$ cat src/design/rco_defs.svh
`ifndef RCO_DEFS_SVH
`define RCO_DEFS_SVH

// Register bus geometry
`define RCO_ADDR_W 4
`define RCO_DATA_W 16

// Register offsets
`define RCO_CTRL_OFS 4'h0
`define RCO_STAT_OFS 4'h4
`define RCO_PCNT_OFS 4'h8

// Control register fields
`define RCO_EN_BIT 7
`define RCO_DC_HI 4
`define RCO_DC_LO 3
`define RCO_DIV_HI 2
`define RCO_DIV_LO 0
`define RCO_CTRL_RST 8'h10

// Status register fields
`define RCO_ST_RUN_BIT 0
`define RCO_ST_LVL_BIT 1
`define RCO_ST_SLP_BIT 2
`define RCO_ST_BYP_BIT 3
`define RCO_ST_PH_LO 8

// Divider and period counter geometry
`define RCO_DIV_W 3
`define RCO_CNT_W 7
`define RCO_PCNT_W 16

`endif

$ cat src/design/rco_pkg.sv
`include "rco_defs.svh"

package rco_pkg;

   typedef struct packed {
      logic enable;
      logic [1:0] duty;
      logic [`RCO_DIV_W-1:0] div;
   } rco_ctrl_s;

   typedef struct packed {
      logic [`RCO_ADDR_W-1:0] addr;
      logic [`RCO_DATA_W-1:0] wdata;
      logic wr;
      logic rd;
   } rco_bus_s;

   typedef enum logic [1:0] {
      RCO_IDLE = 2'h0,
      RCO_RUN = 2'h1,
      RCO_HOLD = 2'h3
   } rco_state_e;

endpackage

$ cat src/design/rco_wave.sv
`timescale 1ns/1ps
`include "rco_defs.svh"

module rco_wave #(
   parameter int DIV_W = `RCO_DIV_W,
   parameter int CNT_W = `RCO_CNT_W
) (
   input wire logic i_clk,
   input wire logic i_reset_n,
   input wire logic i_run,
   input wire logic i_restart,
   input wire logic i_freeze,
   input wire logic [DIV_W-1:0] i_div,
   input wire logic [1:0] i_duty,
   output logic o_wave,
   output logic o_period_end,
   output logic [CNT_W-1:0] o_phase
);

   logic [CNT_W-1:0] cnt_q;
   logic [CNT_W-1:0] nxt;
   logic [CNT_W-1:0] mask;
   logic [CNT_W:0] span;
   logic [CNT_W+2:0] prod;
   logic [CNT_W:0] thr;
   logic wrap;
   logic high_d;

   // Period mask 2^div - 1
   always_comb begin
      span = (CNT_W+1)'(1) << i_div;
      mask = CNT_W'(span - (CNT_W+1)'(1));
   end

   // duty fraction
   // High time is floor(N*duty/4), at least one cycle when duty is nonzero;
   // product kept wide so three times the longest period fits
   always_comb begin
      prod = (CNT_W+3)'(span) * (CNT_W+3)'(i_duty);
      thr = (CNT_W+1)'(prod >> 2);
      if (i_duty != 2'h0 && thr == '0) begin
         thr = (CNT_W+1)'(1);
      end
   end

   // Masking keeps a live divider change inside the new period
   assign wrap = (cnt_q & mask) == mask;
   // Level is that of the slot being entered, so output and count agree
   assign nxt = wrap ? '0 : cnt_q + CNT_W'(1);

   // high then low
   assign high_d = (CNT_W+1)'(nxt & mask) < thr;

   // restart at zero
   always_ff @(posedge i_clk or negedge i_reset_n) begin
      if (!i_reset_n) begin
         cnt_q <= '0;
      end else if (i_restart || !i_run) begin
         cnt_q <= '0;
      end else if (!i_freeze) begin
         cnt_q <= nxt;
      end
   end

   // drop at once
   always_ff @(posedge i_clk or negedge i_reset_n) begin
      if (!i_reset_n) begin
         o_wave <= 1'b0;
      end else if (!i_run) begin
         o_wave <= 1'b0;
      end else if (i_restart) begin
         o_wave <= i_duty != 2'h0;
      end else if (!i_freeze) begin
         // level frozen
         o_wave <= high_d;
      end
   end

   always_ff @(posedge i_clk or negedge i_reset_n) begin
      if (!i_reset_n) begin
         o_period_end <= 1'b0;
      end else begin
         o_period_end <= i_run && !i_restart && !i_freeze && wrap;
      end
   end

   always_ff @(posedge i_clk or negedge i_reset_n) begin
      if (!i_reset_n) begin
         o_phase <= '0;
      end else begin
         o_phase <= cnt_q;
      end
   end

endmodule

$ cat src/design/rco_top.sv
`timescale 1ns/1ps
`include "rco_defs.svh"

//
// Contract
// Output derived only from the system clock; clock changes show directly.
// Setting enable starts output without runt or shortened pulse.
// Clearing enable stops the output immediately, mid period.
// Live divider and duty changes accepted; may glitch; change while off.
// Divider select gives system clock divided by two to the field.
// Duty select 11/10/01/00 gives 75/50/25/0 percent high time; at divide by two, 11 and 01 both give 50 percent.
// Duty ignored when undivided; output then follows the system clock.
// Duty select resets to binary 10, fifty percent.
// During sleep the output holds its present level; the undivided output is gated low at the next falling edge instead.
// Generated clock also routed internally to other peripherals.
// Control: enable bit 7, 6-5 read zero, duty 4-3, divider 2-0.
// Reset clears enable and divider select: disabled, undivided.
// Divided output high at period start for the duty fraction.
module rco_top (
   input wire logic i_clk,
   input wire logic i_reset_n,
   input wire logic [`RCO_ADDR_W-1:0] i_addr,
   input wire logic [`RCO_DATA_W-1:0] i_wdata,
   input wire logic i_wr,
   input wire logic i_rd,
   input wire logic i_sleep,
   output logic [`RCO_DATA_W-1:0] o_rdata,
   output logic o_ref_clock_out_pin,
   output logic o_refclk_internal,
   output rco_pkg::rco_ctrl_s o_ctrl
);
   import rco_pkg::*;

   rco_bus_s bus;
   rco_ctrl_s ctrl_q;
   rco_state_e state_q;
   rco_state_e state_d;
   logic restart;
   logic run;
   logic freeze;
   logic bypass;
   logic gate_q;
   logic wave;
   logic period_end;
   logic [`RCO_CNT_W-1:0] phase;
   logic [`RCO_PCNT_W-1:0] pcnt_q;
   logic [`RCO_DATA_W-1:0] rdata_d;
   logic ctrl_wr;
   logic pcnt_wr;
   logic level;

   assign bus = '{addr: i_addr, wdata: i_wdata, wr: i_wr, rd: i_rd};
   assign ctrl_wr = bus.wr && bus.addr == `RCO_CTRL_OFS;
   assign pcnt_wr = bus.wr && bus.addr == `RCO_PCNT_OFS;
   assign bypass = ctrl_q.div == '0;

   // reset values
   always_ff @(posedge i_clk or negedge i_reset_n) begin
      if (!i_reset_n) begin
         ctrl_q.enable <= 1'b0;
         ctrl_q.div <= '0;
      end else if (ctrl_wr) begin
         // field layout
         ctrl_q.enable <= bus.wdata[`RCO_EN_BIT];
         // live change taken
         ctrl_q.div <= bus.wdata[`RCO_DIV_HI:`RCO_DIV_LO];
      end
   end

   // duty resets to 50%
   always_ff @(posedge i_clk or negedge i_reset_n) begin
      if (!i_reset_n) begin
         ctrl_q.duty <= 2'(`RCO_CTRL_RST >> `RCO_DC_LO);
      end else if (ctrl_wr) begin
         ctrl_q.duty <= bus.wdata[`RCO_DC_HI:`RCO_DC_LO];
      end
   end

   // Enable, sleep and run sequencing
   always_comb begin
      state_d = state_q;
      unique case (state_q)
         RCO_IDLE: begin
            if (ctrl_q.enable) begin
               state_d = RCO_RUN;
            end
         end
         RCO_RUN: begin
            if (!ctrl_q.enable) begin
               state_d = RCO_IDLE;
            end else if (i_sleep) begin
               state_d = RCO_HOLD;
            end
         end
         RCO_HOLD: begin
            if (!ctrl_q.enable) begin
               state_d = RCO_IDLE;
            end else if (!i_sleep) begin
               state_d = RCO_RUN;
            end
         end
         default: begin
            state_d = RCO_IDLE;
         end
      endcase
   end

   always_ff @(posedge i_clk or negedge i_reset_n) begin
      if (!i_reset_n) begin
         state_q <= RCO_IDLE;
      end else begin
         state_q <= state_d;
      end
   end

   // clean first period
   assign restart = state_q == RCO_IDLE && ctrl_q.enable;
   // enable gates the run
   assign run = ctrl_q.enable;
   // freeze in sleep
   assign freeze = i_sleep && state_q != RCO_IDLE;

   // power-of-two divide
   rco_wave #(
      .DIV_W(`RCO_DIV_W),
      .CNT_W(`RCO_CNT_W)
   ) u_wave (
      .i_clk(i_clk),
      .i_reset_n(i_reset_n),
      .i_run(run),
      .i_restart(restart),
      .i_freeze(freeze),
      .i_div(ctrl_q.div),
      .i_duty(ctrl_q.duty),
      .o_wave(wave),
      .o_period_end(period_end),
      .o_phase(phase)
   );

   // Undivided gate changes on the falling edge so no runt can reach
   // the output; the bypass AND below is the only place the clock feeds data.
   always_ff @(negedge i_clk or negedge i_reset_n) begin
      if (!i_reset_n) begin
         gate_q <= 1'b0;
      end else begin
         // duty ignored
         gate_q <= ctrl_q.enable && bypass && !freeze;
      end
   end

   // system clock source
   assign level = bypass ? (i_clk & gate_q) : wave;
   // internal copy
   assign o_ref_clock_out_pin = level;
   assign o_refclk_internal = level;

   // Completed periods, cleared by a write to its offset unless a period ends in that cycle
   always_ff @(posedge i_clk or negedge i_reset_n) begin
      if (!i_reset_n) begin
         pcnt_q <= '0;
      end else if (period_end) begin
         pcnt_q <= pcnt_q + `RCO_PCNT_W'(1);
      end else if (pcnt_wr) begin
         pcnt_q <= '0;
      end
   end

   // reserved bits read zero
   always_comb begin
      rdata_d = '0;
      unique case (bus.addr)
         `RCO_CTRL_OFS: begin
            rdata_d[`RCO_EN_BIT] = ctrl_q.enable;
            rdata_d[`RCO_DC_HI:`RCO_DC_LO] = ctrl_q.duty;
            rdata_d[`RCO_DIV_HI:`RCO_DIV_LO] = ctrl_q.div;
         end
         `RCO_STAT_OFS: begin
            rdata_d[`RCO_ST_RUN_BIT] = state_q == RCO_RUN;
            rdata_d[`RCO_ST_LVL_BIT] = wave;
            rdata_d[`RCO_ST_SLP_BIT] = state_q == RCO_HOLD;
            rdata_d[`RCO_ST_BYP_BIT] = bypass;
            rdata_d[`RCO_ST_PH_LO +: `RCO_CNT_W] = phase;
         end
         `RCO_PCNT_OFS: begin
            rdata_d = pcnt_q;
         end
         default: begin
            rdata_d = '0;
         end
      endcase
   end

   // Read data valid only in the cycle after the strobe
   always_ff @(posedge i_clk or negedge i_reset_n) begin
      if (!i_reset_n) begin
         o_rdata <= '0;
      end else if (bus.rd) begin
         o_rdata <= rdata_d;
      end else begin
         o_rdata <= '0;
      end
   end

   always_ff @(posedge i_clk or negedge i_reset_n) begin
      if (!i_reset_n) begin
         o_ctrl <= '{enable: 1'b0, duty: 2'h2, div: '0};
      end else begin
         o_ctrl <= ctrl_q;
      end
   end

endmodule

$ cat config.mk
export PLATFORM = sky130hd
export DESIGN_NAME = rco_top
export DESIGN_NICKNAME = d
export VERILOG_FILES = /design/src/design/rco_pkg.sv /design/src/design/rco_wave.sv /design/src/design/rco_top.sv
export VERILOG_INCLUDE_DIRS = /design/src /design/src/design
export SDC_FILE = /design/constraint.sdc
export NUM_CORES = 1
export LEC_CHECK = 0
export ABC_AREA = 1
export BUFFER_PORTS_ARGS = -buffer_cell sky130_fd_sc_hd__buf_2
export CORE_ASPECT_RATIO = 1.75
export CORE_MARGIN = 5
export CORE_UTILIZATION = 57
export CTS_BUF_LIST = sky130_fd_sc_hd__clkbuf_16
export CTS_CLUSTER_SIZE = 10
export DETAILED_ROUTE_END_ITERATION = 7
export PLACE_DENSITY = 0.8
export SLEW_MARGIN = 40
export SYNTH_ARGS = -nofsm -noshare
export SYNTH_HDL_FRONTEND = slang
export SYNTH_SLANG_ARGS = --single-unit
$ cat constraint.sdc
create_clock -name i_clk -period 3.8 [get_ports i_clk]
set_input_delay 0 -clock i_clk [delete_from_list [all_inputs] [get_ports i_clk]]
set_output_delay 0 -clock i_clk [all_outputs]
set_load 0.02 [all_outputs]
==> results.txt, run 1 <==
----------------------------------------------------
[Yosys]
  Synth area leader ... sky130_fd_sc_hd__dfrtp_1
  YS warnings ... 0
  Primary FF master, synth ... sky130_fd_sc_hd__dfrtp_1
  Combined area of all synthesized cells ... 3380 sq um
  Post-synth cell types ... 34
  Average cell area after synthesis ... 7.91 sq um
  Post-Synthesis Cells ... 427
  Top area cells in the synthesized netlist ... sky130_fd_sc_hd__dfrtp_1, sky130_fd_sc_hd__nand2_1, sky130_fd_sc_hd__inv_1
  Sequential cell area fraction in the yosys report ... 46.8%
  Proportion of synthesized flip-flops having asynchronous set or reset ... 100%
  Net count of the mapped netlist ... 468
  Top-area cell type share of the netlist area ... 44.5%
  Number of enable flip-flop cells after synthesis ... 0
  FF+latch count, synth ... 63

[Outcome]
  Run status ... finished clean

[Die]
  Starting density of the core ... 57.9%
  Die boundary width ... 68.2 um
  Die area ... 7620 sq um
  Die Span Y ... 112 um
  Std-Cell Core Area ... 5830 sq um
  Number of placement rows ... 37
  Io pins ... 49

[Timing]
  Setup repair after global routing missed its margin ... no
  Final count of negative-setup-slack endpoints ... 0
  Setup tns final ... 0 ns
  Setup skew after layout ... 0.0301 ns
  WHS ... 0.0481 ns
  Measured slew at the worst slew-check pin ... 0.620 ns
  Slew HR ... 58.4%
  Fin worst setup slack ... 0.222 ns
  Pins over their slew limit ... 0
  Hold Violations, Final ... 0

[Place]
  Count of port buffers added during placement ... 38
  Final RePlAce weighted congestion ... 0.887
  DP Worst Slack ... 0.676 ns
  Hpwl dp ... 5.68 mm
  Total cell area at the placement stage ... 3650 sq um
  Cell count after placement ... 540

[Global routing]
  Antenna violations before repair ... 0
  Aggregate global-route resource usage ... 28.8%
  Wire length of the first global-routing pass ... 15.4 mm
  Maximum number of pins on one net before global-route repair ... 63
  GRT overflow ... 0
  Via count of the first global-routing pass ... 3412

[Route]
  WL/cell ... 16.6 um
  Met3 Wirelength ... 555 um
  WL met1 ... 3.28 mm
  Count of vias placed by the detailed router ... 3272
  DR WL met2 ... 5.05 mm
  Total Wirelength ... 9.57 mm
  Count of antenna-violating nets left after detailed routing ... 0
  Drt first pass iters ... 5
  Drc violations ... 0
  Top sig layer ... met4
  Via/cell ratio ... 5.69
  Starting DRT DRC Count ... 369

[Worst setup path]
  RR Startpoint ... ctrl_q[0]$_DFFE_PN0P_
  FF-to-FF End ... u_wave.o_wave$_DFFE_PN0P_
  Cell count of the worst reg-to-reg path ... 19
  Startpoint types ... flop
  Kind of capture point of the worst setup path ... primary output
  Ordered cell list for the critical path ... nand3_1 > o21ai_0 > clkbuf_16 > clkbuf_16 > buf_2
  CP arrival ... 3.58 ns
  Critical path peak fanout ... 2
  Required @ worst endpoint ... 3.80 ns
  Longest individual stage delay on the worst path ... 0.41 ns
  Worst path most repeated cell ... sky130_fd_sc_hd__clkbuf_16
  Reg2reg setup slack ... 0.48 ns
  Cell with the biggest individual delay on the critical path ... sky130_fd_sc_hd__dfrtn_1
  Worst setup path category ... reg2out
  CP startpoint ... gate_q$_DFF_NN0_

[Cells and area]
  Number of antenna diodes ... 0
  Most frequent cells in the layout ... sky130_fd_sc_hd__nand2_1, sky130_fd_sc_hd__inv_1, sky130_fd_sc_hd__dfrtp_1, sky130_fd_sc_hd__nor2_1, sky130_fd_sc_hd__buf_2
  Synth-to-Final Area Change ... 26.1%
  Post-layout instance area ... 4260 sq um
  Final core utilization ... 73.0%
  Ratio of cells with drive above 1 in the final layout ... 14.7%
  Non-filler instance count after layout ... 575
  Net count, final ... 533
  Most common cell after layout, fill and taps aside ... sky130_fd_sc_hd__nand2_1

[Worst hold path]
  End point of the most critical hold path ... pcnt_q[2]$_DFFE_PN0P_
  Start point of the worst min-delay path ... i_wr
  Hold depth ... 4
  HP Class ... in2reg

[Pwr]
  P_int ... 1.76 mW
  Combinational share of power ... 20.5%
  Switching pwr ... 0.797 mW
  Clock network fraction of total power ... 47.0%
  Standby leakage power ... 2.23 nW
  Worst vdd rail ir drop ... 315 uV
  Sequential Power Share ... 32.5%
  Power per unit of standard cell area ... 601 nW/um^2
  Switching share of power ... 31.1%
  Tot Pwr ... 2.56 mW

[CTS]
  Clock latency reported for the late side of the worst-skew pair ... 0.47 ns
  # resized after CTS ... 0
  Clock edge transition at the registers on the reported setup and hold paths ... 0.05 ns
  Clock tree from TritonCTS ... built

[Job]
  Number of violations of the max-capacitance limit ... 0

----------------------------------------------------
power by group through the flow:
stage	Clock [mW]	Sequential [mW]	Combinational (mW)
4_1_cts	1.21	0.827	0.515
3_5_place_dp	0.0277	0.832	0.486
5_1_grt	1.26	0.840	0.589
2_1_floorplan	0.0266	0.834	0.340
3_3_place_gp	0.0277	0.827	0.471
6_report	1.20	0.833	0.524
cells in the mapped netlist (2+ instances only):
master                     number
sky130_fd_sc_hd__a21oi_1       23
sky130_fd_sc_hd__buf_4          2
sky130_fd_sc_hd__clkinv_1       2
sky130_fd_sc_hd__dfrtp_1       60
sky130_fd_sc_hd__dfstp_2        2
sky130_fd_sc_hd__ha_1          15
sky130_fd_sc_hd__inv_1         71
sky130_fd_sc_hd__inv_2          3
sky130_fd_sc_hd__nand2_1       85
sky130_fd_sc_hd__nand3_1       36
sky130_fd_sc_hd__nand3b_1       3
sky130_fd_sc_hd__nand4_1        3
sky130_fd_sc_hd__nor2_1        56
sky130_fd_sc_hd__nor3_1         5
sky130_fd_sc_hd__nor3_2         2
sky130_fd_sc_hd__o21ai_0       25
sky130_fd_sc_hd__o21ai_1        4
sky130_fd_sc_hd__o22ai_1       11
sky130_fd_sc_hd__o32ai_1        3
sky130_fd_sc_hd__xor2_1         2
worst max path at each step:
stage	end	depth (start not counted)	slack, ns
CTS	o_refclk_internal	5	0.23
global placement	u_wave.o_wave$_DFFE_PN0P_	19	0.69
floorplan	o_refclk_internal	3	0.95
detailed placement	u_wave.o_wave$_DFFE_PN0P_	21	0.68
finish	o_refclk_internal	5	0.22
global route	o_ref_clock_out_pin	5	0.18
layer usage:
metal | track usage (%) | vias up
li1 | - | 1506
met1 | 26.3 | 1523
met2 | 47.0 | 172
met3 | 10.9 | 71
met4 | 25.0 | 0
met5 | 0 | -
layout make-up:
| type | count | area, sq um |
|---|---|---|
| fill | 429 | 1570 |
| clock inverter | 7 | 56.3 |
| sequential | 63 | 1580 |
| clock buffer | 20 | 460 |
| tap | 78 | 97.6 |
| inverter | 76 | 285 |
| multi-input combinational | 284 | 1490 |
| timing repair buffer | 47 | 292 |
registers in the layout (all words and copies together) (netlist names):
name,cells
u_wave.o_period_end,1
state_q,2
gate_q,1
u_wave.cnt_q,7
o_rdata,16
o_ctrl,6
u_wave.o_phase,7
u_wave.o_wave,1
run,1
ctrl_q,5
pcnt_q,16
logic make-up (layout without fill, tap and decap cells):
logic type	after synthesis	after routing	synth area share, %
AND/OR/NAND/NOR	196	196	25.6
AO/OA/AOI/OAI	68	68	11.5
other	1	1	0.111
XOR/XNOR	3	3	0.778
buffers and inverters	80	150	9.15
adder cells (fa/ha/maj)	16	16	6.15
flip-flops	63	63	46.8
worst max-delay path: cells and delay by family, from the launching register on:
kind                   cells  cell delay (ns)
buffers and inverters      3             0.47
and+or+nand+nor            1             0.12
DFF                        1             0.41
AOI/OAI and AO/OA          1             0.20
what timing repair did:
item,4_1_cts,5_1_grt
hold endpoints to repair,78,0
hold buffers,10,0
setup buffers,0,0
Power figures use the tool's default switching activity.
==> run 2, diff against run 1 <==
--- a/config.mk
+++ b/config.mk
@@ -14,7 +14,7 @@
 export CTS_BUF_LIST = sky130_fd_sc_hd__clkbuf_16
 export CTS_CLUSTER_SIZE = 10
 export DETAILED_ROUTE_END_ITERATION = 7
-export PLACE_DENSITY = 0.8
+export PLACE_DENSITY_LB_ADDON = 0.08
 export SLEW_MARGIN = 40
 export SYNTH_ARGS = -nofsm -noshare
 export SYNTH_HDL_FRONTEND = slang
==> results.txt, run 2 (synthesis results as in run 1) <==
----------------------------------------------------
[Outcome]
  Run status ... finished clean

[Job]
  Number of violations of the max-capacitance limit ... 0 (unchanged)

[CTS]
  Clock latency reported for the late side of the worst-skew pair ... 0.46 ns (about the same)
  Number of buffers inserted to repair setup after CTS ... 0 (unchanged)
  Clock tree from TritonCTS ... built
  Number of hold buffers added after CTS ... 10 (unchanged)
  Clock edge transition at the registers on the reported setup and hold paths ... 0.06 ns (about the same)
  # resized after CTS ... 0 (unchanged)

[Worst hold path]
  Start point of the worst min-delay path ... i_addr[2]
  HP Class ... in2reg
  End point of the most critical hold path ... o_rdata[4]$_DFF_PN0_
  Hold depth ... 4 (unchanged)

[Global routing]
  Maximum number of pins on one net before global-route repair ... 63 (unchanged)
  Antenna violations before repair ... 0 (unchanged)
  GRT overflow ... 0 (unchanged)
  Via count of the first global-routing pass ... 3382 (-0.88%)
  Wire length of the first global-routing pass ... 14.7 mm (-4.8%)
  Aggregate global-route resource usage ... 26.8% (-2.0 points)

[Worst setup path]
  Worst path top cell family by delay ... simple AND/OR/NAND/NOR gates
  FF-to-FF End ... u_wave.o_wave$_DFFE_PN0P_
  CP arrival ... 3.90 ns (+0.32 ns)
  Longest individual stage delay on the worst path ... 0.46 ns (+0.05 ns)
  Kind of capture point of the worst setup path ... flop
  Cell with the biggest individual delay on the critical path ... sky130_fd_sc_hd__dfrtp_1
  RR Startpoint ... ctrl_q[0]$_DFFE_PN0P_
  Levels on crit path ... 19 (+14)
  Required @ worst endpoint ... 4.13 ns (+0.33 ns)
  Ordered cell list for the critical path ... nor2_1 > inv_1 > nor2_1 > inv_1 > ha_1 > xnor2_1 > nor2_1 > nor3_1 > o221ai_4 > nand3_1 > nor2_1 > ha_1 > a21oi_1 > o21ai_0 > inv_1 > nand2_1 > nand2_1 > nand2_1 > nand2_1
  Cell count of the worst reg-to-reg path ... 19 (unchanged)
  Worst setup path category ... reg2reg
  Critical path peak fanout ... 8 (+6)
  Startpoint types ... flop
  Reg2reg setup slack ... 0.23 ns (-0.25 ns)
  Number of buffers and inverters on the critical path ... 3 (unchanged)

[Cells and area]
  Registers with the highest flip-flop counts ... o_rdata (16), pcnt_q (16)
  Ratio of cells with drive above 1 in the final layout ... 15.1% (+0.40 points)
  Synth-to-Final Area Change ... 26.3%
  Net count, final ... 533 (unchanged)
  Final core utilization ... 73.1% (+0.13 points)
  Number of antenna diodes ... 0 (unchanged)
  Most frequent cells in the layout ... sky130_fd_sc_hd__nand2_1, sky130_fd_sc_hd__inv_1, sky130_fd_sc_hd__dfrtp_1, sky130_fd_sc_hd__nor2_1, sky130_fd_sc_hd__buf_2
  Most common cell after layout, fill and taps aside ... sky130_fd_sc_hd__nand2_1

[Pwr]
  Standby leakage power ... 2.22 nW (-0.47%)
  Combinational share of power ... 20.0% (-0.5 points)
  Sequential Power Share ... 32.3% (-0.2 points)
  P_int ... 1.77 mW (+0.31%)
  Switching share of power ... 30.9% (-0.24 points)
  Switching pwr ... 0.790 mW (-0.80%)
  Clock network fraction of total power ... 47.7% (+0.7 points)
  Power per unit of standard cell area ... 600 nW/um^2 (-0.21%)
  Worst vdd rail ir drop ... 332 uV (+5.2%)

[Route]
  Via/cell ratio ... 5.45 (-4.2%)
  WL/cell ... 15.2 um (-8.7%)
  Starting DRT DRC Count ... 222 (-40%)
  Met3 Wirelength ... 363 um (-35%)
  DR WL met2 ... 4.87 mm (-3.6%)
  WL met1 ... 2.90 mm (-11%)
  Total Wirelength ... 8.73 mm (-8.7%)
  Count of vias placed by the detailed router ... 3133 (-4.2%)
  Count of antenna-violating nets left after detailed routing ... 0 (unchanged)
  Top sig layer ... met4
  Drc violations ... 0 (unchanged)
  Drt first pass iters ... 4 (-1)

[Timing]
  Pins over their slew limit ... 0 (unchanged)
  Setup skew after layout ... 0.0316 ns (+0.00149 ns)
  Slew HR ... 59.6% (+1.2 points)
  Setup repair after global routing missed its margin ... no
  Setup tns final ... 0 ns (unchanged)
  Shortest period the worst path allows ... 3.57 ns
  Final count of negative-setup-slack endpoints ... 0 (unchanged)
  Measured slew at the worst slew-check pin ... 0.602 ns (-0.0182 ns)
  Hold Violations, Final ... 0 (unchanged)
  Fin crit share ... 94.0%
  Fmax ... 280 MHz

[Place]
  Count of port buffers added during placement ... 38 (unchanged)
  Final RePlAce weighted congestion ... 0.886 (about the same)
  Hpwl dp ... 5.96 mm (+5.0%)

[Die]
  Number of placement rows ... 37 (unchanged)
  Die boundary width ... 68.2 um (unchanged)
  Starting density of the core ... 57.9% (unchanged)
  Io pins ... 49 (unchanged)
  Die area ... 7620 sq um (unchanged)
  Std-Cell Core Area ... 5830 sq um (unchanged)
  Die Span Y ... 112 um (unchanged)

----------------------------------------------------
[run 2: cell count changes in the layout (fill, tap and decap cells not counted)]
cell	previous run	this run
sky130_fd_sc_hd__clkinvlp_4	0	2
sky130_fd_sc_hd__inv_1	73	71
[run 2: worst max-delay path by stage]
| stage | to | slack, ns | from |
|---|---|---|---|
| after floorplan | o_refclk_internal | 0.95 | gate_q$_DFF_NN0_ |
| after global placement | u_wave.o_wave$_DFFE_PN0P_ | 0.61 | ctrl_q[0]$_DFFE_PN0P_ |
| after detailed placement | u_wave.o_wave$_DFFE_PN0P_ | 0.51 | ctrl_q[0]$_DFFE_PN0P_ |
| after CTS | o_ref_clock_out_pin | 0.24 | gate_q$_DFF_NN0_ |
| after global routing | u_wave.o_wave$_DFFE_PN0P_ | 0.10 | ctrl_q[0]$_DFFE_PN0P_ |
| final | u_wave.o_wave$_DFFE_PN0P_ | 0.23 | ctrl_q[0]$_DFFE_PN0P_ |
[run 2: through the flow]
stage                     setup WS (ns)  instance area, sq um  instances  power, mW  hold WS, ns
after global placement            0.609                  3650        540       1.33        0.240
after detailed placement          0.507                  3650        540       1.35        0.244
final                             0.228                  4270        575       2.56       0.0135
after CTS                         0.240                  4260        575       2.57      0.00392
after floorplan                   0.948                  3380        427       1.20       -0.296
after global routing              0.103                  4270        575       2.70       0.0440
[run 2: worst reg2reg max path, delay by kind of cell (launching register included)]
family                     cells  cell delay, ns
and+or+nand+nor               10            1.36
adders and majority gates      2            0.55
AOI/OAI and AO/OA              3            0.49
DFF                            1            0.46
xor gates and xnor gates       1            0.31
buffers and inverters          3            0.30
[run 2: cell type report]
cell class | instances | area, sq um
tap | 78 | 97.6
clock buffer | 20 | 460
sequential | 63 | 1580
timing repair buffer | 47 | 292
inverter | 76 | 285
clock inverter | 7 | 63.8
fill | 465 | 1570
multi-input combinational | 284 | 1490
[run 2: metal layers]
| metal | vias to the layer above | global-route usage [%] |
|---|---|---|
| li1 | 1514 | - |
| met2 | 107 | 45.1 |
| met3 | 50 | 9.99 |
| met4 | 0 | 25.8 |
| met1 | 1462 | 21.8 |
| met5 | - | 0 |
[run 2: power by group through the flow]
stage / clock network [mW] / logic (mW) / registers (mW)
floorplan: 0.0266 / 0.340 / 0.834
global placement: 0.0277 / 0.480 / 0.827
detailed placement: 0.0277 / 0.496 / 0.831
CTS: 1.23 / 0.514 / 0.823
global route: 1.29 / 0.578 / 0.839
finish: 1.22 / 0.513 / 0.826
==> run 3, diff against run 2 <==
==> constraint.sdc (replaced) <==
create_clock -name i_clk -period 3.8 [get_ports i_clk]
set_input_delay 0.76 -clock i_clk [delete_from_list [all_inputs] [get_ports i_clk]]
set_output_delay 0.76 -clock i_clk [all_outputs]
set_load 0.02 [all_outputs]
==> results.txt, run 3 (synthesis results as in run 1) <==
----------------------------------------------------
[Die]
  Die Span Y ... 112 um (unchanged)
  Starting density of the core ... 57.9% (unchanged)
  Number of placement rows ... 37 (unchanged)
  Die boundary width ... 68.2 um (unchanged)
  Io pins ... 49 (unchanged)
  Std-Cell Core Area ... 5830 sq um (unchanged)
  Die area ... 7620 sq um (unchanged)

[Global routing]
  Wire length of the first global-routing pass ... 13.7 mm (-6.5%)
  Met3 demand-to-capacity share in global routing ... 8.27% (-1.7 points)
  GRT overflow ... 0 (unchanged)
  Maximum number of pins on one net before global-route repair ... 63 (unchanged)
  Met2 Resource Use GR ... 43.6% (-1.5 points)
  Aggregate global-route resource usage ... 25.1% (-1.7 points)
  Antenna violations before repair ... 0 (unchanged)
  Via count of the first global-routing pass ... 3174 (-6.2%)
  Routing usage on met1 ... 21.7% (-0.14 points)
  Busiest metal layer after global routing ... met2

[Cells and area]
  Registers with the highest flip-flop counts ... o_rdata (16), pcnt_q (16)
  Synth-to-Final Area Change ... 24.4%
  Most frequent cells in the layout ... sky130_fd_sc_hd__nand2_1, sky130_fd_sc_hd__inv_1, sky130_fd_sc_hd__dfrtp_1, sky130_fd_sc_hd__nor2_1, sky130_fd_sc_hd__buf_2
  Post-layout instance area ... 4200 sq um (-1.6%)
  Final core utilization ... 72.0% (-1.1 points)
  Non-filler instance count after layout ... 565 (-1.7%)
  Number of antenna diodes ... 0 (unchanged)
  Net count, final ... 523 (-1.9%)
  Most common cell after layout, fill and taps aside ... sky130_fd_sc_hd__nand2_1
  Ratio of cells with drive above 1 in the final layout ... 15.8% (+0.72 points)
  Fillcell total ... 458 (-1.5%)

[Route]
  Drt first pass iters ... 5 (+1)
  Drc violations ... 0 (unchanged)
  Total Wirelength ... 8.17 mm (-6.5%)
  Count of antenna-violating nets left after detailed routing ... 0 (unchanged)
  Count of vias placed by the detailed router ... 3075 (-1.9%)
  Starting DRT DRC Count ... 208 (-6.3%)
  Via/cell ratio ... 5.44 (-0.11%)
  WL/cell ... 14.5 um (-4.8%)

[Timing]
  Setup repair after global routing missed its margin ... yes
  Setup tns final ... -0.599 ns (-0.599 ns)
  Final count of negative-setup-slack endpoints ... 3 (+3)
  Fin worst setup slack ... -0.302 ns (-0.530 ns)
  Setup skew after layout ... 0.0299 ns (-0.00167 ns)
  Measured slew at the worst slew-check pin ... 0.634 ns (+0.0316 ns)
  Slew HR ... 57.5% (-2.1 points)
  Hold Violations, Final ... 0 (unchanged)
  Pins over their slew limit ... 0 (unchanged)

[Worst setup path]
  Required @ worst endpoint ... 3.04 ns (-1.09 ns)
  Startpoint types ... flop
  CP arrival ... 3.34 ns (-0.56 ns)
  Critical path peak fanout ... 2 (-6)
  Worst setup path category ... reg2out
  Kind of capture point of the worst setup path ... primary output

[Place]
  Hpwl dp ... 5.89 mm (-1.1%)
  Total cell area at the placement stage ... 3650 sq um (unchanged)
  Cell count after placement ... 540 (unchanged)
  Count of port buffers added during placement ... 38 (unchanged)
  Final RePlAce weighted congestion ... 0.892 (+0.58%)

[CTS]
  Number of buffers inserted to repair setup after CTS ... 0 (unchanged)
  Clock edge transition at the registers on the reported setup and hold paths ... 0.05 ns (about the same)
  Clock latency reported for the late side of the worst-skew pair ... 0.46 ns (about the same)
  Clock tree from TritonCTS ... built
  Number of hold buffers added after CTS ... 0 (-10)

[Pwr]
  Sequential Power Share ... 32.0% (-0.3 points)
  Tot Pwr ... 2.57 mW (+0.36%)
  P_int ... 1.79 mW (+0.99%)
  Power per unit of standard cell area ... 611 nW/um^2 (+1.9%)
  Combinational share of power ... 19.3% (-0.7 points)
  Standby leakage power ... 2.19 nW (-1.3%)
  Clock network fraction of total power ... 48.6% (+0.9 points)
  Switching pwr ... 0.782 mW (-1.1%)
  Switching share of power ... 30.4% (-0.44 points)
  Worst vdd rail ir drop ... 458 uV (+38%)

[Outcome]
  Run status ... finished with violations
  Violated checks ... negative setup slack

[Worst hold path]
  HP Class ... reg2reg

[Job]
  Number of violations of the max-capacitance limit ... 0 (unchanged)

----------------------------------------------------
## run 3: worst paths after layout
kind | slack, ns | from | end | cells past startpoint
worst max-delay path | -0.30 | gate_q$_DFF_NN0_ | o_ref_clock_out_pin | 5
worst min-delay path | 0.38 | ctrl_q[4]$_DFFE_PN1P_ | o_ctrl[4]$_DFF_PN1_ | 0
worst max register to register | 0.51 | ctrl_q[0]$_DFFE_PN0P_ | u_wave.o_wave$_DFFE_PN0P_ | 19
worst min register to register | 0.38 | ctrl_q[4]$_DFFE_PN1P_ | o_ctrl[4]$_DFF_PN1_ | 0
max in group asynchronous | 1.78 | i_reset_n | gate_q$_DFF_NN0_ | 1
min in group asynchronous | 0.44 | i_reset_n | o_ctrl[5]$_DFF_PN0_ | 2
## run 3: area by class of cell
class,instances,area (sq um),area share (%)
multi-input combinational,284,1500,35.7
tap,78,97.6,2.32
sequential,63,1580,37.6
inverter,76,285,6.79
timing repair buffer,37,191,4.56
clock buffer,20,480,11.4
clock inverter,7,66.3,1.58
## run 3: power groups by stage
stage / Combinational [mW] / Clock [mW] / Sequential, mW
final: 0.497 / 1.25 / 0.823
after detailed placement: 0.491 / 0.0277 / 0.831
after global placement: 0.480 / 0.0277 / 0.827
after global routing: 0.570 / 1.30 / 0.837
after CTS: 0.501 / 1.26 / 0.821
after floorplan: 0.340 / 0.0266 / 0.834
## run 3: per-layer routing
layer	share of wire, %	vias up
li1	-	1490
met1	34	1431
met2	56	107
met3	5.0	47
met4	5.6	0
met5	0	-
## run 3: through the flow
stage / worst slack [ns] / hold slack (ns)
finish: -0.302 / 0.377
global route: -0.336 / 0.390
CTS: -0.369 / 0.379
detailed placement: 0.433 / 0.371
global placement: 0.435 / 0.370
floorplan: 0.188 / 0.355
## run 3: critical path: stages (launching register included)
cell	delay (ns)
sky130_fd_sc_hd__dfrtn_1	0.40
sky130_fd_sc_hd__nand3_2	0.09
sky130_fd_sc_hd__o21ai_2	0.11
sky130_fd_sc_hd__clkbuf_16	0.17
sky130_fd_sc_hd__clkbuf_16	0.12
sky130_fd_sc_hd__buf_8	0.10
## run 3: what timing repair did
| action | in CTS | in global routing |
|---|---|---|
| gates resized for setup | 7 | 3 |
| endpoints found under the setup margin | 3 | 4 |
| pin swaps | 0 | 1 |
